### src/hdl/arb_pkg.sv
// Purpose: Constants for the bus arbitration and external-master block
// Assumes: One bus clock, synchronous active-high reset
// Notes: Chip-select compare uses base and mask per select
package arb_pkg;
   localparam int CS_COUNT = 8;
   localparam int DRAM_BANKS = 2;
   localparam int BE_WIDTH = 4;
   localparam int CAS_WIDTH = 4;
   localparam int ADDR_WIDTH = 32;
   localparam int WAIT_WIDTH = 4;
   localparam int CMP_LSB = 16;
   // Cycles from start sample to select assertion (falling edge of cycle four)
   localparam logic [3:0] DECODE_CYCLES = 4'h2;
   // Acknowledge follows the select by this many cycles plus wait states
   localparam logic [3:0] ACK_CYCLES = 4'h1;
   localparam logic [1:0] SIZE_LONG = 2'h0;
   localparam logic [1:0] SIZE_BYTE = 2'h1;
   localparam logic [1:0] SIZE_WORD = 2'h2;
   localparam logic [1:0] SIZE_LINE = 2'h3;

   typedef enum logic [3:0] {
      ARB_RESET = 4'b0001,
      ARB_IMPLICIT = 4'b0010,
      ARB_EXPLICIT = 4'b0100,
      ARB_EXTERNAL = 4'b1000
   } arb_state_e;

   typedef enum logic [3:0] {
      XM_IDLE = 4'b0001,
      XM_DECODE = 4'b0010,
      XM_SELECT = 4'b0100,
      XM_ACK = 4'b1000
   } xm_state_e;
endpackage

### src/hdl/bus_arbitration_ext_master.sv
// Purpose: Bus arbitration handshake and external-master memory control
// Assumes: Own bus cycles run elsewhere; this block tracks them by handshake
// Notes: Falling-edge outputs are modelled as full-cycle registers
`timescale 1ns/100ps
//
// Contract
// Request output asserted when bus needed
// Request drops at access start, none pending
// Grant lets device take bus next edge
// Grant removal: release after current transfer
// Arbiter waits for driven and grant negated
// Driven output asserted while actively mastering
// Lost mid-transfer: finish, negate, three-state
// Lost while idle: three-state next edge
// External hold blocks own bus requests
// Drive selects, strobes, acknowledge for external
// Start or address strobe begins decoding
// Select only with alternate-master enable set
// DRAM strobes only with alternate enable
// External drives one strobe, never both
// Read high, write low, same sequence
// Internal acknowledge after programmed wait states
// Select and byte enables in cycle four
// Acknowledge asserted in cycle five
// Cycle six: drop acknowledge, then selects (code negates both at the same edge)
// May request during running external cycle
// Implicit master keeps bus three-stated
// Reset state from any; then by grant
// Latch address at start, shared compare
module bus_arbitration_ext_master
   import arb_pkg::*;
#(
   parameter int N_CS = CS_COUNT
) (
   input wire logic i_ref_clk,
   input wire logic i_rst,
   input wire logic i_watchdog_rst,
   input wire logic i_arb_grant_in_n,
   input wire logic i_internal_req,
   input wire logic i_internal_more_pending,
   input wire logic i_own_transfer_done,
   input wire logic i_transfer_start_n,
   input wire logic i_address_strobe_n,
   input wire logic i_transfer_in_progress_n,
   input wire logic i_read_write,
   input wire logic [1:0] i_transfer_type,
   input wire logic [2:0] i_transfer_modifier,
   input wire logic [1:0] i_transfer_size,
   input wire logic [ADDR_WIDTH-1:0] i_addr,
   input wire logic [N_CS*16-1:0] i_cs_base,
   input wire logic [N_CS*16-1:0] i_chip_select_mask_reg,
   input wire logic [N_CS-1:0] i_alternate_master_enable,
   input wire logic [N_CS-1:0] i_cs_auto_ack,
   input wire logic [N_CS-1:0] i_cs_byte_enable_on,
   input wire logic [N_CS*WAIT_WIDTH-1:0] i_cs_wait_states,
   input wire logic [DRAM_BANKS*16-1:0] i_dram_base,
   input wire logic [DRAM_BANKS*16-1:0] i_dram_mask_reg,
   input wire logic [DRAM_BANKS-1:0] i_dram_alternate_master_enable,
   output logic o_arb_request_out_n,
   output logic o_bus_driven_out_n,
   output logic o_bus_oe_n,
   output logic o_start_own_access,
   output logic [N_CS-1:0] o_chip_select_n,
   output logic [BE_WIDTH-1:0] o_byte_enable_strobe_n,
   output logic o_output_enable_n,
   output logic [DRAM_BANKS-1:0] o_row_strobe_n,
   output logic [CAS_WIDTH-1:0] o_col_strobe_n,
   output logic o_transfer_ack_out_n,
   output logic o_transfer_ack_oe_n,
   output logic o_ext_read_write
);

   function automatic logic addr_hit(input logic [15:0] base, input logic [15:0] mask,
                                     input logic [ADDR_WIDTH-1:0] a);
      addr_hit = ((a[ADDR_WIDTH-1:CMP_LSB] ^ base) & ~mask) == 16'h0000;
   endfunction

   function automatic logic [BE_WIDTH-1:0] lane_mask(input logic [1:0] sz, input logic [1:0] a);
      unique case (sz)
         SIZE_BYTE: lane_mask = 4'h8 >> a;
         SIZE_WORD: lane_mask = a[1] ? 4'h3 : 4'hc;
         SIZE_LONG: lane_mask = 4'hf;
         SIZE_LINE: lane_mask = 4'hf;
      endcase
   endfunction

   logic grant_s1_reg, grant_s2_reg, ts_s1_reg, ts_s2_reg, as_s1_reg, as_s2_reg;
   logic tip_s1_reg, tip_s2_reg;
   logic grant, ext_start;
   arb_state_e arb_reg;
   xm_state_e xm_reg;
   logic [ADDR_WIDTH-1:0] addr_reg;
   logic rw_reg;
   logic [1:0] size_reg;
   logic [N_CS-1:0] cs_hit_reg;
   logic [DRAM_BANKS-1:0] dram_hit_reg;
   logic auto_ack_reg;
   logic [3:0] cnt_reg;
   logic [WAIT_WIDTH-1:0] ws_reg;
   logic own_busy_reg;

   // Two-stage synchronisers for the grant, start, address strobe and in-progress pins
   always_ff @(posedge i_ref_clk) begin
      if (i_rst) begin
         grant_s1_reg <= 1'b0;
         grant_s2_reg <= 1'b0;
         ts_s1_reg <= 1'b1;
         ts_s2_reg <= 1'b1;
         as_s1_reg <= 1'b1;
         as_s2_reg <= 1'b1;
         tip_s1_reg <= 1'b1;
         tip_s2_reg <= 1'b1;
      end else begin
         grant_s1_reg <= ~i_arb_grant_in_n;
         grant_s2_reg <= grant_s1_reg;
         ts_s1_reg <= i_transfer_start_n;
         ts_s2_reg <= ts_s1_reg;
         as_s1_reg <= i_address_strobe_n;
         as_s2_reg <= as_s1_reg;
         tip_s1_reg <= i_transfer_in_progress_n;
         tip_s2_reg <= tip_s1_reg;
      end
   end

   assign grant = grant_s2_reg;
   // External relies on only one strobe per cycle
   assign ext_start = (~ts_s2_reg | ~as_s2_reg) && arb_reg == ARB_EXTERNAL;

   // Arbitration state machine
   always_ff @(posedge i_ref_clk) begin
      if (i_rst || i_watchdog_rst) begin
         arb_reg <= ARB_RESET;
      end else begin
         unique case (arb_reg)
            ARB_RESET: arb_reg <= grant ? ARB_IMPLICIT : ARB_EXTERNAL;
            ARB_IMPLICIT: begin
               if (!grant) begin
                  arb_reg <= ARB_EXTERNAL;
               end else if (i_internal_req) begin
                  arb_reg <= ARB_EXPLICIT;
               end
            end
            ARB_EXPLICIT: begin
               if (!grant && !own_busy_reg) begin
                  arb_reg <= ARB_EXTERNAL;
               end
            end
            ARB_EXTERNAL: arb_reg <= grant ? ARB_IMPLICIT : ARB_EXTERNAL;
         endcase
      end
   end

   // Own transfer tracking
   always_ff @(posedge i_ref_clk) begin
      if (i_rst || i_watchdog_rst) begin
         own_busy_reg <= 1'b0;
         o_start_own_access <= 1'b0;
      end else begin
         o_start_own_access <= 1'b0;
         if (own_busy_reg && i_own_transfer_done) begin
            own_busy_reg <= 1'b0;
         end else if (!own_busy_reg && grant && i_internal_req &&
                      (arb_reg == ARB_IMPLICIT || arb_reg == ARB_EXPLICIT)) begin
            own_busy_reg <= 1'b1;
            o_start_own_access <= 1'b1;
         end
      end
   end

   // Request, driven and bus enable outputs
   always_ff @(posedge i_ref_clk) begin
      if (i_rst || i_watchdog_rst) begin
         o_arb_request_out_n <= 1'b1;
         o_bus_driven_out_n <= 1'b1;
         o_bus_oe_n <= 1'b1;
      end else begin
         if (o_start_own_access && !i_internal_more_pending) begin
            o_arb_request_out_n <= 1'b1;
         end else if (i_internal_req) begin
            o_arb_request_out_n <= 1'b0;
         end
         o_bus_driven_out_n <= ~(arb_reg == ARB_EXPLICIT && (grant || own_busy_reg));
         o_bus_oe_n <= ~(arb_reg == ARB_EXPLICIT && (grant || own_busy_reg));
      end
   end

   // External-master access sequencer
   always_ff @(posedge i_ref_clk) begin
      if (i_rst || i_watchdog_rst) begin
         xm_reg <= XM_IDLE;
         addr_reg <= '0;
         rw_reg <= 1'b1;
         size_reg <= SIZE_LONG;
         cs_hit_reg <= '0;
         dram_hit_reg <= '0;
         auto_ack_reg <= 1'b0;
         cnt_reg <= 4'h0;
         ws_reg <= '0;
      end else begin
         unique case (xm_reg)
            XM_IDLE: begin
               if (ext_start) begin
                  addr_reg <= i_addr;
                  auto_ack_reg <= 1'b0;
                  rw_reg <= i_read_write;
                  size_reg <= i_transfer_size;
                  for (int k = 0; k < N_CS; k++) begin
                     cs_hit_reg[k] <= addr_hit(i_cs_base[k*16 +: 16], i_chip_select_mask_reg[k*16 +: 16],
                                               i_addr) & i_alternate_master_enable[k];
                  end
                  for (int k = 0; k < DRAM_BANKS; k++) begin
                     dram_hit_reg[k] <= addr_hit(i_dram_base[k*16 +: 16], i_dram_mask_reg[k*16 +: 16],
                                                 i_addr) & i_dram_alternate_master_enable[k];
                  end
                  cnt_reg <= DECODE_CYCLES;
                  xm_reg <= XM_DECODE;
               end
            end
            XM_DECODE: begin
               cnt_reg <= cnt_reg - 4'h1;
               if (cnt_reg == 4'h1) begin
                  xm_reg <= XM_SELECT;
                  auto_ack_reg <= |(cs_hit_reg & i_cs_auto_ack);
                  ws_reg <= '0;
                  for (int k = 0; k < N_CS; k++) begin
                     if (cs_hit_reg[k]) begin
                        ws_reg <= i_cs_wait_states[k*WAIT_WIDTH +: WAIT_WIDTH];
                     end
                  end
                  cnt_reg <= ACK_CYCLES - 4'h1;
               end
            end
            XM_SELECT: begin
               if (cnt_reg != 4'h0) begin
                  cnt_reg <= cnt_reg - 4'h1;
               end else if (ws_reg != '0) begin
                  ws_reg <= ws_reg - 1'b1;
               end else begin
                  xm_reg <= XM_ACK;
               end
            end
            XM_ACK: xm_reg <= XM_IDLE;
         endcase
      end
   end

   // Memory control outputs for external-master accesses
   always_ff @(posedge i_ref_clk) begin
      if (i_rst || i_watchdog_rst) begin
         o_chip_select_n <= '1;
         o_byte_enable_strobe_n <= '1;
         o_output_enable_n <= 1'b1;
         o_row_strobe_n <= '1;
         o_col_strobe_n <= '1;
         o_transfer_ack_out_n <= 1'b1;
         o_transfer_ack_oe_n <= 1'b1;
         o_ext_read_write <= 1'b1;
      end else begin
         if (xm_reg == XM_DECODE && cnt_reg == 4'h1) begin
            o_chip_select_n <= ~cs_hit_reg;
            o_byte_enable_strobe_n <= |(cs_hit_reg & i_cs_byte_enable_on) ?
                                      ~lane_mask(size_reg, addr_reg[1:0]) : '1;
            o_output_enable_n <= ~(rw_reg && |cs_hit_reg);
            o_row_strobe_n <= ~dram_hit_reg;
            o_col_strobe_n <= |dram_hit_reg ? ~lane_mask(size_reg, addr_reg[1:0]) : '1;
            o_ext_read_write <= rw_reg;
         end else if (xm_reg == XM_ACK || xm_reg == XM_IDLE) begin
            o_chip_select_n <= '1;
            o_byte_enable_strobe_n <= '1;
            o_output_enable_n <= 1'b1;
            o_row_strobe_n <= '1;
            o_col_strobe_n <= '1;
         end
         o_transfer_ack_out_n <= ~(xm_reg == XM_SELECT && cnt_reg == 4'h0 && ws_reg == '0 &&
                                   auto_ack_reg);
         o_transfer_ack_oe_n <= ~(xm_reg != XM_IDLE && auto_ack_reg);
      end
   end

   // Checks
   chk_driven_needs_master: assert property (@(posedge i_ref_clk) disable iff (i_rst)
      !o_bus_driven_out_n |-> $past(arb_reg) == ARB_EXPLICIT)
      else $error("bus driven without explicit mastership");
   chk_idle_loss_release: assert property (@(posedge i_ref_clk) disable iff (i_rst || i_watchdog_rst)
      (arb_reg == ARB_EXPLICIT && !grant && !own_busy_reg) |=> o_bus_oe_n)
      else $error("bus not released after idle loss");
   chk_busy_keeps_bus: assert property (@(posedge i_ref_clk) disable iff (i_rst || i_watchdog_rst)
      (arb_reg == ARB_EXPLICIT && own_busy_reg) |=> !o_bus_driven_out_n)
      else $error("bus dropped during own transfer");
   chk_implicit_tristate: assert property (@(posedge i_ref_clk) disable iff (i_rst || i_watchdog_rst)
      (arb_reg == ARB_IMPLICIT) |=> o_bus_oe_n)
      else $error("implicit master drove bus");
   chk_ack_after_select: assert property (@(posedge i_ref_clk) disable iff (i_rst || i_watchdog_rst)
      $fell(o_transfer_ack_out_n) |-> $past(o_chip_select_n) != '1)
      else $error("acknowledge without chip select");
   chk_ack_one_cycle: assert property (@(posedge i_ref_clk) disable iff (i_rst || i_watchdog_rst)
      !o_transfer_ack_out_n |=> o_transfer_ack_out_n ##1 (o_chip_select_n == '1))
      else $error("acknowledge or select not negated");
   chk_select_enabled: assert property (@(posedge i_ref_clk) disable iff (i_rst)
      (~o_chip_select_n & ~i_alternate_master_enable) == '0)
      else $error("select without alternate enable");
   chk_start_decode: assert property (@(posedge i_ref_clk) disable iff (i_rst || i_watchdog_rst)
      (ext_start && xm_reg == XM_IDLE) |=> xm_reg == XM_DECODE ##2 xm_reg == XM_SELECT)
      else $error("decode not started");
   chk_reset_state: assert property (@(posedge i_ref_clk)
      i_rst |=> arb_reg == ARB_RESET && o_bus_driven_out_n)
      else $error("reset state not entered");
   cov_external_ack: cover property (@(posedge i_ref_clk) disable iff (i_rst) $fell(o_transfer_ack_out_n));
   cov_explicit: cover property (@(posedge i_ref_clk) disable iff (i_rst) arb_reg == ARB_EXPLICIT);
   cov_loss_busy: cover property (@(posedge i_ref_clk) disable iff (i_rst)
      arb_reg == ARB_EXPLICIT && !grant && own_busy_reg);

endmodule

### config.mk
export PLATFORM = sky130hd
export DESIGN_NAME = bus_arbitration_ext_master
export DESIGN_NICKNAME = d
export VERILOG_FILES = /design/src/hdl/arb_pkg.sv /design/src/hdl/bus_arbitration_ext_master.sv
export SDC_FILE = /design/constraint.sdc
export NUM_CORES = 1
export LEC_CHECK = 0
export BUFFER_PORTS_ARGS = -buffer_cell sky130_fd_sc_hd__buf_2
export CELL_PAD_IN_SITES_DETAIL_PLACEMENT = 2
export CELL_PAD_IN_SITES_GLOBAL_PLACEMENT = 2
export CORE_AREA = 3 3 177 179
export CTS_CLUSTER_DIAMETER = 120
export DETAILED_ROUTE_END_ITERATION = 16
export DIE_AREA = 0 0 180 182
export PLACE_DENSITY_LB_ADDON = 0.1
export SYNTH_ARGS = -nofsm -noshare
export SYNTH_HDL_FRONTEND = slang
export SYNTH_SLANG_ARGS = --single-unit
export TNS_END_PERCENT = 100
### constraint.sdc
create_clock -name i_ref_clk -period 4.8 [get_ports i_ref_clk]
set_clock_uncertainty 0.1 [all_clocks]
set_input_delay 0.72 -clock i_ref_clk [delete_from_list [all_inputs] [get_ports i_ref_clk]]
set_output_delay 0.72 -clock i_ref_clk [all_outputs]
set_load 0.01 [all_outputs]
### After elaboration in Yosys (flattened, before gate mapping)

Index checks and enable logic that the tools add are counted.

* input bits: 428
* RAM bits: 0
* output and inout port bits: 26
* bits in latches: 0
* logic and storage cells: 203
* register bits: 64
* memory bits (read-only): 0
* memories: 0

* $lt $le $gt $ge: 0
* equal/unequal tests: 21
* bitwise logic cells: 53
* add/subtract/negate cells: 2
* reductions and logical operators: 54
* divide/modulo/power cells: 0
* multipliers: 0
* muxes and demuxes: 44
* shifts and indexed selects: 1

Operators with widths (count)
* $and A16 B16 Y16: 10
* $logic_not A16 Y1: 10
* $not A16 Y16: 10
* $xor A16 B16 Y16: 10
* $mux W4: 29
* $pmux W4 S3: 3
* $reduce_or A8 Y1: 3
* $and A8 B8 Y8: 2
* $mux W8: 2
* $pmux W4 S4: 1
* $logic_and A1 B1 Y1: 14
* $ne A2 B2 Y1 const B: 7
* $eq A4 B1 Y1 const B: 3
* $and A1 B1 Y1: 10
* $reduce_or A2 Y1: 5
* $eq A4 B2 Y1 const B: 2
* $eq A4 B3 Y1 const B: 2
* $eq A4 B4 Y1 const B: 2
* $logic_not A4 Y1: 2
* $not A8 Y8: 1
* $pmux W4 S2: 1
* $reduce_and A4 Y1: 2
* $reduce_bool A4 Y1: 2
* $sub A4 B1 Y4 const B: 2
* other kinds (19): 40

### Logic depth before layout (Yosys ltp)

Gate-level depths: netlist of the first run.

* word-level depth: 10
* depth in mapped cells: 9
* depth with buffers taken out: 7

### Worst setup path after synthesis of the first run

No wires, ideal clock.

* kind: input to register
* from: input i_addr[18]
* to: register cs_hit_reg[0]
* data required time: 4.641 ns
* setup time: 0.059 ns
* slack: 2.661 ns
* stages: 6
* data arrival time: 1.980 ns
* buffers on the path: 1
* path through: buf_2 -> xnor2_1 -> o22ai_1 -> or4_1 -> nor4_1 -> a22o_1

* word-level cells in the longest chain between the ends: 4

RTL lines
* from (decl): RTL line bus_arbitration_ext_master.sv:49 `input wire logic [ADDR_WIDTH-1:0] i_addr,`
* $xor A16 B16 Y16: RTL line bus_arbitration_ext_master.sv:75 `addr_hit = ((a[ADDR_WIDTH-1:CMP_LSB] ^ base) & ~mask) == 16'h0000;`
* $and A16 B16 Y16: RTL line bus_arbitration_ext_master.sv:75
* $logic_not A16 Y1: RTL line bus_arbitration_ext_master.sv:75
* $and A1 B1 Y1: RTL line bus_arbitration_ext_master.sv:209 `i_addr) & i_alternate_master_enable[k];`
* to (signal, indexed assignment): RTL line bus_arbitration_ext_master.sv:208 `cs_hit_reg[k] <= addr_hit(i_cs_base[k*16 +: 16], i_chip_select_mask_reg[k*16 +: 16],`
* to (decl): RTL line bus_arbitration_ext_master.sv:95 `logic [N_CS-1:0] cs_hit_reg;`

Every way passes these cells.
A chain may end at the register's enable or synchronous reset.

### Worst setup path after layout of the first run

* from: register cnt_reg[0]
* to: register o_byte_enable_strobe_n[2]

* word-level cells in the longest chain between the ends: 3
* elaborated cells between the ends (all ways): 4
* those cells by class: 1 x eq/ne; 1 x mux; 2 x reduce/logical

RTL lines
* from (decl): RTL line bus_arbitration_ext_master.sv:98 `logic [3:0] cnt_reg;`
* from (signal assigned): RTL line bus_arbitration_ext_master.sv:220 `cnt_reg <= cnt_reg - 4'h1;`
* from (signal assigned): RTL line bus_arbitration_ext_master.sv:230 `cnt_reg <= ACK_CYCLES - 4'h1;`
* from (signal assigned): RTL line bus_arbitration_ext_master.sv:235 `cnt_reg <= cnt_reg - 4'h1;`
* $eq A4 B1 Y1 (*): RTL line bus_arbitration_ext_master.sv:259 `if (xm_reg == XM_DECODE && cnt_reg == 4'h1) begin`
* $logic_and A1 B1 Y1 (*): RTL line bus_arbitration_ext_master.sv:259
* $mux W4 or $reduce_bool A2 Y1 (tied branches)
* to (signal assigned): RTL line bus_arbitration_ext_master.sv:261 `o_byte_enable_strobe_n <= |(cs_hit_reg & i_cs_byte_enable_on) ?`
* to (decl): RTL line bus_arbitration_ext_master.sv:64 `output logic [BE_WIDTH-1:0] o_byte_enable_strobe_n,`

Mark *: on every way between the ends. The rest lies on a longest branch, timed or not.

==> impl_metrics.json, run 1 <==
{
  "status": "finished, final reports clean",
  "max_freq_mhz": 379,
  "dieWidth_microns": 180,
  "first_pass_iters": 4,
  "ys_types": 62,
  "multiInputGateArea_sq_um": 3700,
  "synth_ff_type": "dfxtp_1",
  "holdPathStages": 1,
  "wl_mm": 36.9,
  "clkTransAtPathRegs_ns": 0.06,
  "post_cts_buffers": 0,
  "cts.sinks": 64,
  "num-nets-final": 1459,
  "vias": 6467,
  "row_count": 63,
  "synth_area_sq_um": 5210,
  "antenna_found_initial": 24,
  "fin_area_sq_um": 8090,
  "cts-root-buf": "clkbuf_16",
  "synth_seq_cells": 64,
  "io-pin-count": 454,
  "grt_pass1_vias": 7084,
  "p_leak_nw": 3.31,
  "power_mw": 1.77,
  "regArea_sq_um": 1280,
  "synthTopCellsByArea": "xnor2_1 27%, dfxtp_1 25%, o22ai_1 8.5%, o21ai_0 2.8%, a2bb2oi_2 2.6%",
  "r2r_cells": 6,
  "maxCapViolCount": 0,
  "holdWs_ns": 0.314,
  "globalRoute.totalOverflow": 0,
  "maxSlewViolCount": 0,
  "synth_top_area_cell": "xnor2_1",
  "grt_max_degree": 20,
  "setup_violations": 0,
  "hold_class": "flip-flop to flip-flop",
  "area_growth_pct": 55.3,
  "start_kind": "flip-flop",
  "gp_routability_congestion": 0.847,
  "worst-endpoint-arrival_ns": 2.79,
  "dp_hpwl_mm": 32.4,
  "holdCritStartpoint": "as_s1_reg",
  "cts_max_path_buffers": 2,
  "track_usage_pct": 21.2,
  "initial_core_util_pct": 17.5,
  "grt_pass1_wl_mm": 50.0,
  "r2r_setup_slack_ns": 2.16,
  "final_layout_size_suffix_gt1_share_pct": 47.0,
  "ir_drop_v": 0.000161,
  "tritoncts": "done",
  "setup_tns_ns": 0,
  "path_class": "flip-flop to flip-flop",
  "viasPerCell": 4.52,
  "synth_top_area_share_pct": 27.4,
  "holdPathEnd": "as_s2_reg",
  "worst_ep_required_time_ns": 4.95,
  "synth_enable_flop_cells": 0,
  "yosysSeqAreaShare_pct": 24.6,
  "post-route-period-util_pct": 55.0,
  "post_cts_resized": 0,
  "layout_min_cycle_time_ns": 2.64,
  "core_sq_um": 29700,
  "synth_cells": 611,
  "path_max_fanout": 19,
  "hold_buffers": 0,
  "die_area_sq_um": 32800,
  "cts_max_level": 3,
  "tightestPinTransition_ns": 1.09,
  "drcViolationCount": 0,
  "ys_warn_count": 0,
  "die_h_microns": 182,
  "rsz0062_at_grt": "no",
  "insertion_delay_ns": 0.33,
  "fillers": 3584,
  "wl_per_cell_microns": 25.8,
  "drt-initial-drc-count": 181,
  "worst_r2r_endpoint": "o_byte_enable_strobe_n[2]",
  "antenna_left": 0,
  "synth_fp_nets": 1044,
  "r2r-start": "cnt_reg[0]",
  "numPortBuffers": 433,
  "place_area_sq_um": 7720,
  "finalHoldViolCount": 0,
  "syn_area_per_cell_sq_um": 8.53,
  "synth-async-reset-ratio_pct": 0,
  "p_per_area_nw_per_um2": 219,
  "slew_headroom_pct": 27.2,
  "cp-end-kind": "flip-flop",
  "numCtsBuffers": 9
}
[kinds of logic (layout without fill, tap and decap cells)]
family / count (synthesis) / in the layout / synth area share, %
other: 0 / 9 / 0
adder cells (fa/ha/maj): 5 / 5 / 1.20
multiplexers: 10 / 10 / 1.97
flip-flops: 64 / 64 / 24.6
AO/OA/AOI/OAI: 185 / 185 / 25.5
AND/OR/NAND/NOR: 134 / 134 / 14.6
buffers and inverters: 48 / 468 / 4.42
XOR/XNOR: 165 / 165 / 27.7
[cell type report]
| class | count | area share (%) |
|---|---|---|
| Antenna cell | 9 | 0.278 |
| Clock buffer | 9 | 2.78 |
| Clock inverter | 7 | 1.48 |
| Inverter | 15 | 0.696 |
| Multi-Input combinational cell | 499 | 45.7 |
| Sequential cell | 64 | 15.8 |
| Tap cell | 390 | 6.03 |
| Timing Repair Buffer | 437 | 27.2 |
[worst max-delay path by stage]
stage / from / to / slack [ns] / depth (start not counted)
after CTS: cnt_reg[0] / o_byte_enable_strobe_n[2] / 2.14 / 6
after global placement: i_addr[18] / cs_hit_reg[0] / 1.92 / 6
after global routing: cnt_reg[0] / o_byte_enable_strobe_n[2] / 2.03 / 6
final: cnt_reg[0] / o_byte_enable_strobe_n[2] / 2.16 / 6
after detailed placement: i_addr[17] / cs_hit_reg[4] / 1.90 / 6
after floorplan: i_addr[18] / cs_hit_reg[0] / 2.66 / 6
[power breakdown]
group,switching [mW],internal [mW]
clock network,0.251,0.508
registers,0.00362,0.536
logic,0.222,0.249
[worst max-delay path, cell delays in order, from the launching register on]
cell       delay, ns
dfxtp_1         0.40
ha_1            0.17
or3b_1          0.50
nor3_4          0.20
a21oi_2         0.07
o31ai_4         0.87
a2bb2oi_1       0.24
[Yosys cell counts, drive strengths merged (7+ instances only)]
cell       n
xnor2    163
inv       15
a21oi     12
a2bb2oi   14
buf       25
mux2i      8
nor2      33
clkbuf     8
nor4      13
nand3     12
nand2     18
a221oi     7
dfxtp     64
o22ai     72
nor3      17
or4       10
a22oi      7
o21ai     31
a22o      11
[metal layers]
metal,track usage [%],part of all wire [%]
met5,0,0.43
met4,5.01,1.9
met3,6.51,7.2
met2,37.8,50
met1,24.9,40
[metrics by stage]
stage                     setup slack [ns]  cells  utilization (%)
after detailed placement              1.90   1405             26.0
after CTS                             2.14   1421             27.1
after global routing                  2.03   1429             27.2
final                                 2.16   1430             27.2
after global placement                1.92   1405             26.0
after floorplan                       2.66    611                -
[cells in the final DEF (no fill, tap or decap), types with 10 or more instances in the layout]
cell type	count
a21oi_1	11
nor3_1	15
inv_1	14
o22ai_1	71
nand2_1	18
dfxtp_1	64
or4_1	10
buf_2	433
nand3_1	11
nor2_1	32
xnor2_1	163
nor4_1	13
a22o_1	11
o21ai_0	29
Power figures use the tool's default switching activity.
==> inputs of run 2 (changes only) <==
--- a/config.mk
+++ b/config.mk
@@ -8,10 +8,10 @@
 export BUFFER_PORTS_ARGS = -buffer_cell sky130_fd_sc_hd__buf_2
 export CELL_PAD_IN_SITES_DETAIL_PLACEMENT = 2
 export CELL_PAD_IN_SITES_GLOBAL_PLACEMENT = 2
-export CORE_AREA = 3 3 177 179
+export CORE_AREA = 3 3 175 177
 export CTS_CLUSTER_DIAMETER = 120
 export DETAILED_ROUTE_END_ITERATION = 16
-export DIE_AREA = 0 0 180 182
+export DIE_AREA = 0 0 178 180
 export PLACE_DENSITY_LB_ADDON = 0.1
 export SYNTH_ARGS = -nofsm -noshare
 export SYNTH_HDL_FRONTEND = slang
==> constraint.sdc (replaced) <==
create_clock -name i_ref_clk -period 2.6 [get_ports i_ref_clk]
set_clock_uncertainty 0.1 [all_clocks]
set_input_delay 0.39 -clock i_ref_clk [delete_from_list [all_inputs] [get_ports i_ref_clk]]
set_output_delay 0.39 -clock i_ref_clk [all_outputs]
set_load 0.01 [all_outputs]
==> run 2 against run 1 <==
- register-to-register slack worse by 1.7 ns
- highest routed layer unchanged
- flip-flop and latch count unchanged
- setup slack worse by 1.7 ns
- sequential share of layout area shrank 0.31 points
- total power is 80% higher
- global-route usage fell by 1.4 points
- die area decreased by 2.2%
==> impl_metrics.json, run 2 (synthesis gave the netlist of run 1 again) <==
{
  "cp-end-kind": "flip-flop",
  "numPortBuffers": 433,
  "worst_ep_required_time_ns": 2.77,
  "tightestPinTransition_ns": 0.655,
  "clockPowerShare_pct": 42.0,
  "first_pass_iters": 4,
  "globalRoute.totalOverflow": 0,
  "vias": 6430,
  "post-route-period-util_pct": 83.3,
  "ir_drop_v": 0.000282,
  "netSwitchingPower_mw": 0.877,
  "grt_pass1_wl_mm": 46.2,
  "track_usage_pct": 19.8,
  "hold_buffers": 0,
  "regArea_sq_um": 1280,
  "maxSlewViolCount": 0,
  "initial_core_util_pct": 17.7,
  "hold_class": "primary input to flip-flop",
  "antenna_left": 0,
  "rsz0062_at_grt": "no",
  "power_mw": 3.19,
  "holdPathStages": 2,
  "dieWidth_microns": 178,
  "dp_worst_setup_slack_ns": 0.221,
  "path_class": "flip-flop to flip-flop",
  "area_growth_pct": 58.4,
  "layout_min_cycle_time_ns": 2.17,
  "tritoncts": "done",
  "multiInputGateArea_sq_um": 3700,
  "die_h_microns": 180,
  "worst_r2r_endpoint": "cs_hit_reg[3]",
  "p_per_area_nw_per_um2": 386,
  "insertion_delay_ns": 0.33,
  "stdcell_count": 1453,
  "finalHoldViolCount": 0,
  "cts.sinks": 64,
  "power.internal_mw": 2.31,
  "row_count": 63,
  "holdCritStartpoint": "i_arb_grant_in_n",
  "cts-root-buf": "clkbuf_16",
  "final_common_cell": "buf_2",
  "worst-endpoint-arrival_ns": 2.34,
  "die_area_sq_um": 32000,
  "wl_per_cell_microns": 22.8,
  "post_cts_buffers": 0,
  "fillers": 3560,
  "gp_routability_congestion": 0.808,
  "drt-initial-drc-count": 145,
  "viasPerCell": 4.43,
  "p_sw_share_pct": 27.5,
  "antenna_found_initial": 18,
  "seqPwrFrac_pct": 31.2,
  "path_max_fanout": 10,
  "post_cts_resized": 0,
  "r2r-start": "arb_reg[1]",
  "maxCapViolCount": 0,
  "grt_max_degree": 20,
  "drcViolationCount": 0,
  "cts_max_path_buffers": 2,
  "worst_slack_ns": 0.435,
  "holdPathEnd": "grant_s1_reg",
  "setup_violations": 0,
  "numCtsBuffers": 9,
  "io-pin-count": 454,
  "place_inst": 1426,
  "cts_max_level": 3,
  "core_sq_um": 29400,
  "clkTransAtPathRegs_ns": 0.06,
  "r2r_cells": 5,
  "r2r_setup_slack_ns": 0.43,
  "grt_pass1_vias": 7091,
  "final_layout_size_suffix_gt1_share_pct": 48.1,
  "num-nets-final": 1480,
  "max_freq_mhz": 462,
  "setup_tns_ns": 0,
  "wl_mm": 33.2,
  "status": "finished, final reports clean",
  "dp_hpwl_mm": 29.5,
  "comb_power_share_pct": 26.8,
  "layout_common_cells": "433 x buf_2, 163 x xnor2_1, 71 x o22ai_1",
  "p_leak_nw": 3.42,
  "slew_headroom_pct": 56.2,
  "start_kind": "flip-flop"
}
-- run 2: area by class of cell --
| type | count | area share [%] |
|---|---|---|
| antenna | 11 | 0.334 |
| clock buffer | 9 | 2.73 |
| clock inverter | 7 | 1.24 |
| inverter | 15 | 0.682 |
| multi-input combinational | 499 | 44.9 |
| sequential | 64 | 15.5 |
| tap | 390 | 5.91 |
| timing repair buffer | 458 | 28.7 |
-- run 2: how the worst max path moves through the flow --
stage / from / endpoint / slack [ns] / cells after the start
final: arb_reg[1] / cs_hit_reg[3] / 0.43 / 5
after global routing: arb_reg[0] / cs_hit_reg[4] / 0.28 / 5
after CTS: arb_reg[1] / cs_hit_reg[3] / 0.35 / 5
after detailed placement: i_addr[30] / cs_hit_reg[5] / 0.22 / 7
after global placement: i_addr[18] / cs_hit_reg[7] / 0.19 / 7
after floorplan: cnt_reg[0] / o_col_strobe_n[2] / 0.60 / 8
-- run 2: metrics by stage --
stage	area, sq um	hold slack, ns	util (%)
4_1_cts	8230	0.0892	28.0
3_5_place_dp	7900	0.299	26.9
6_report	8250	0.103	28.1
5_1_grt	8250	0.101	28.0
3_3_place_gp	7900	0.293	26.9
2_1_floorplan	5210	0.278	-
-- run 2: critical path, cell delays in order, from the launching register on --
cell     delay, ns
dfxtp_1       0.36
or4b_4        0.56
nor2_2        0.21
nand3_2       0.30
nor3_1        0.39
a22o_1        0.17
-- run 2: power by group through the flow --
stage               clock [mW]  combinational [mW]  sequential [mW]
finish                    1.34               0.853            0.994
global route              1.42               0.940            0.995
CTS                       1.38               0.871            0.994
detailed placement           0               0.867             1.02
global placement             0               0.854             1.02
floorplan                    0               0.401             1.01
-- run 2: layer usage --
layer | share of wire (%) | GRT usage (%) | up-vias
met1 | 36 | 20.5 | 3022
met3 | 6.6 | 5.43 | 39
met2 | 55 | 38.6 | 223
met5 | 0.23 | 0 | -
met4 | 1.3 | 4.68 | 14
li1 | - | - | 3132
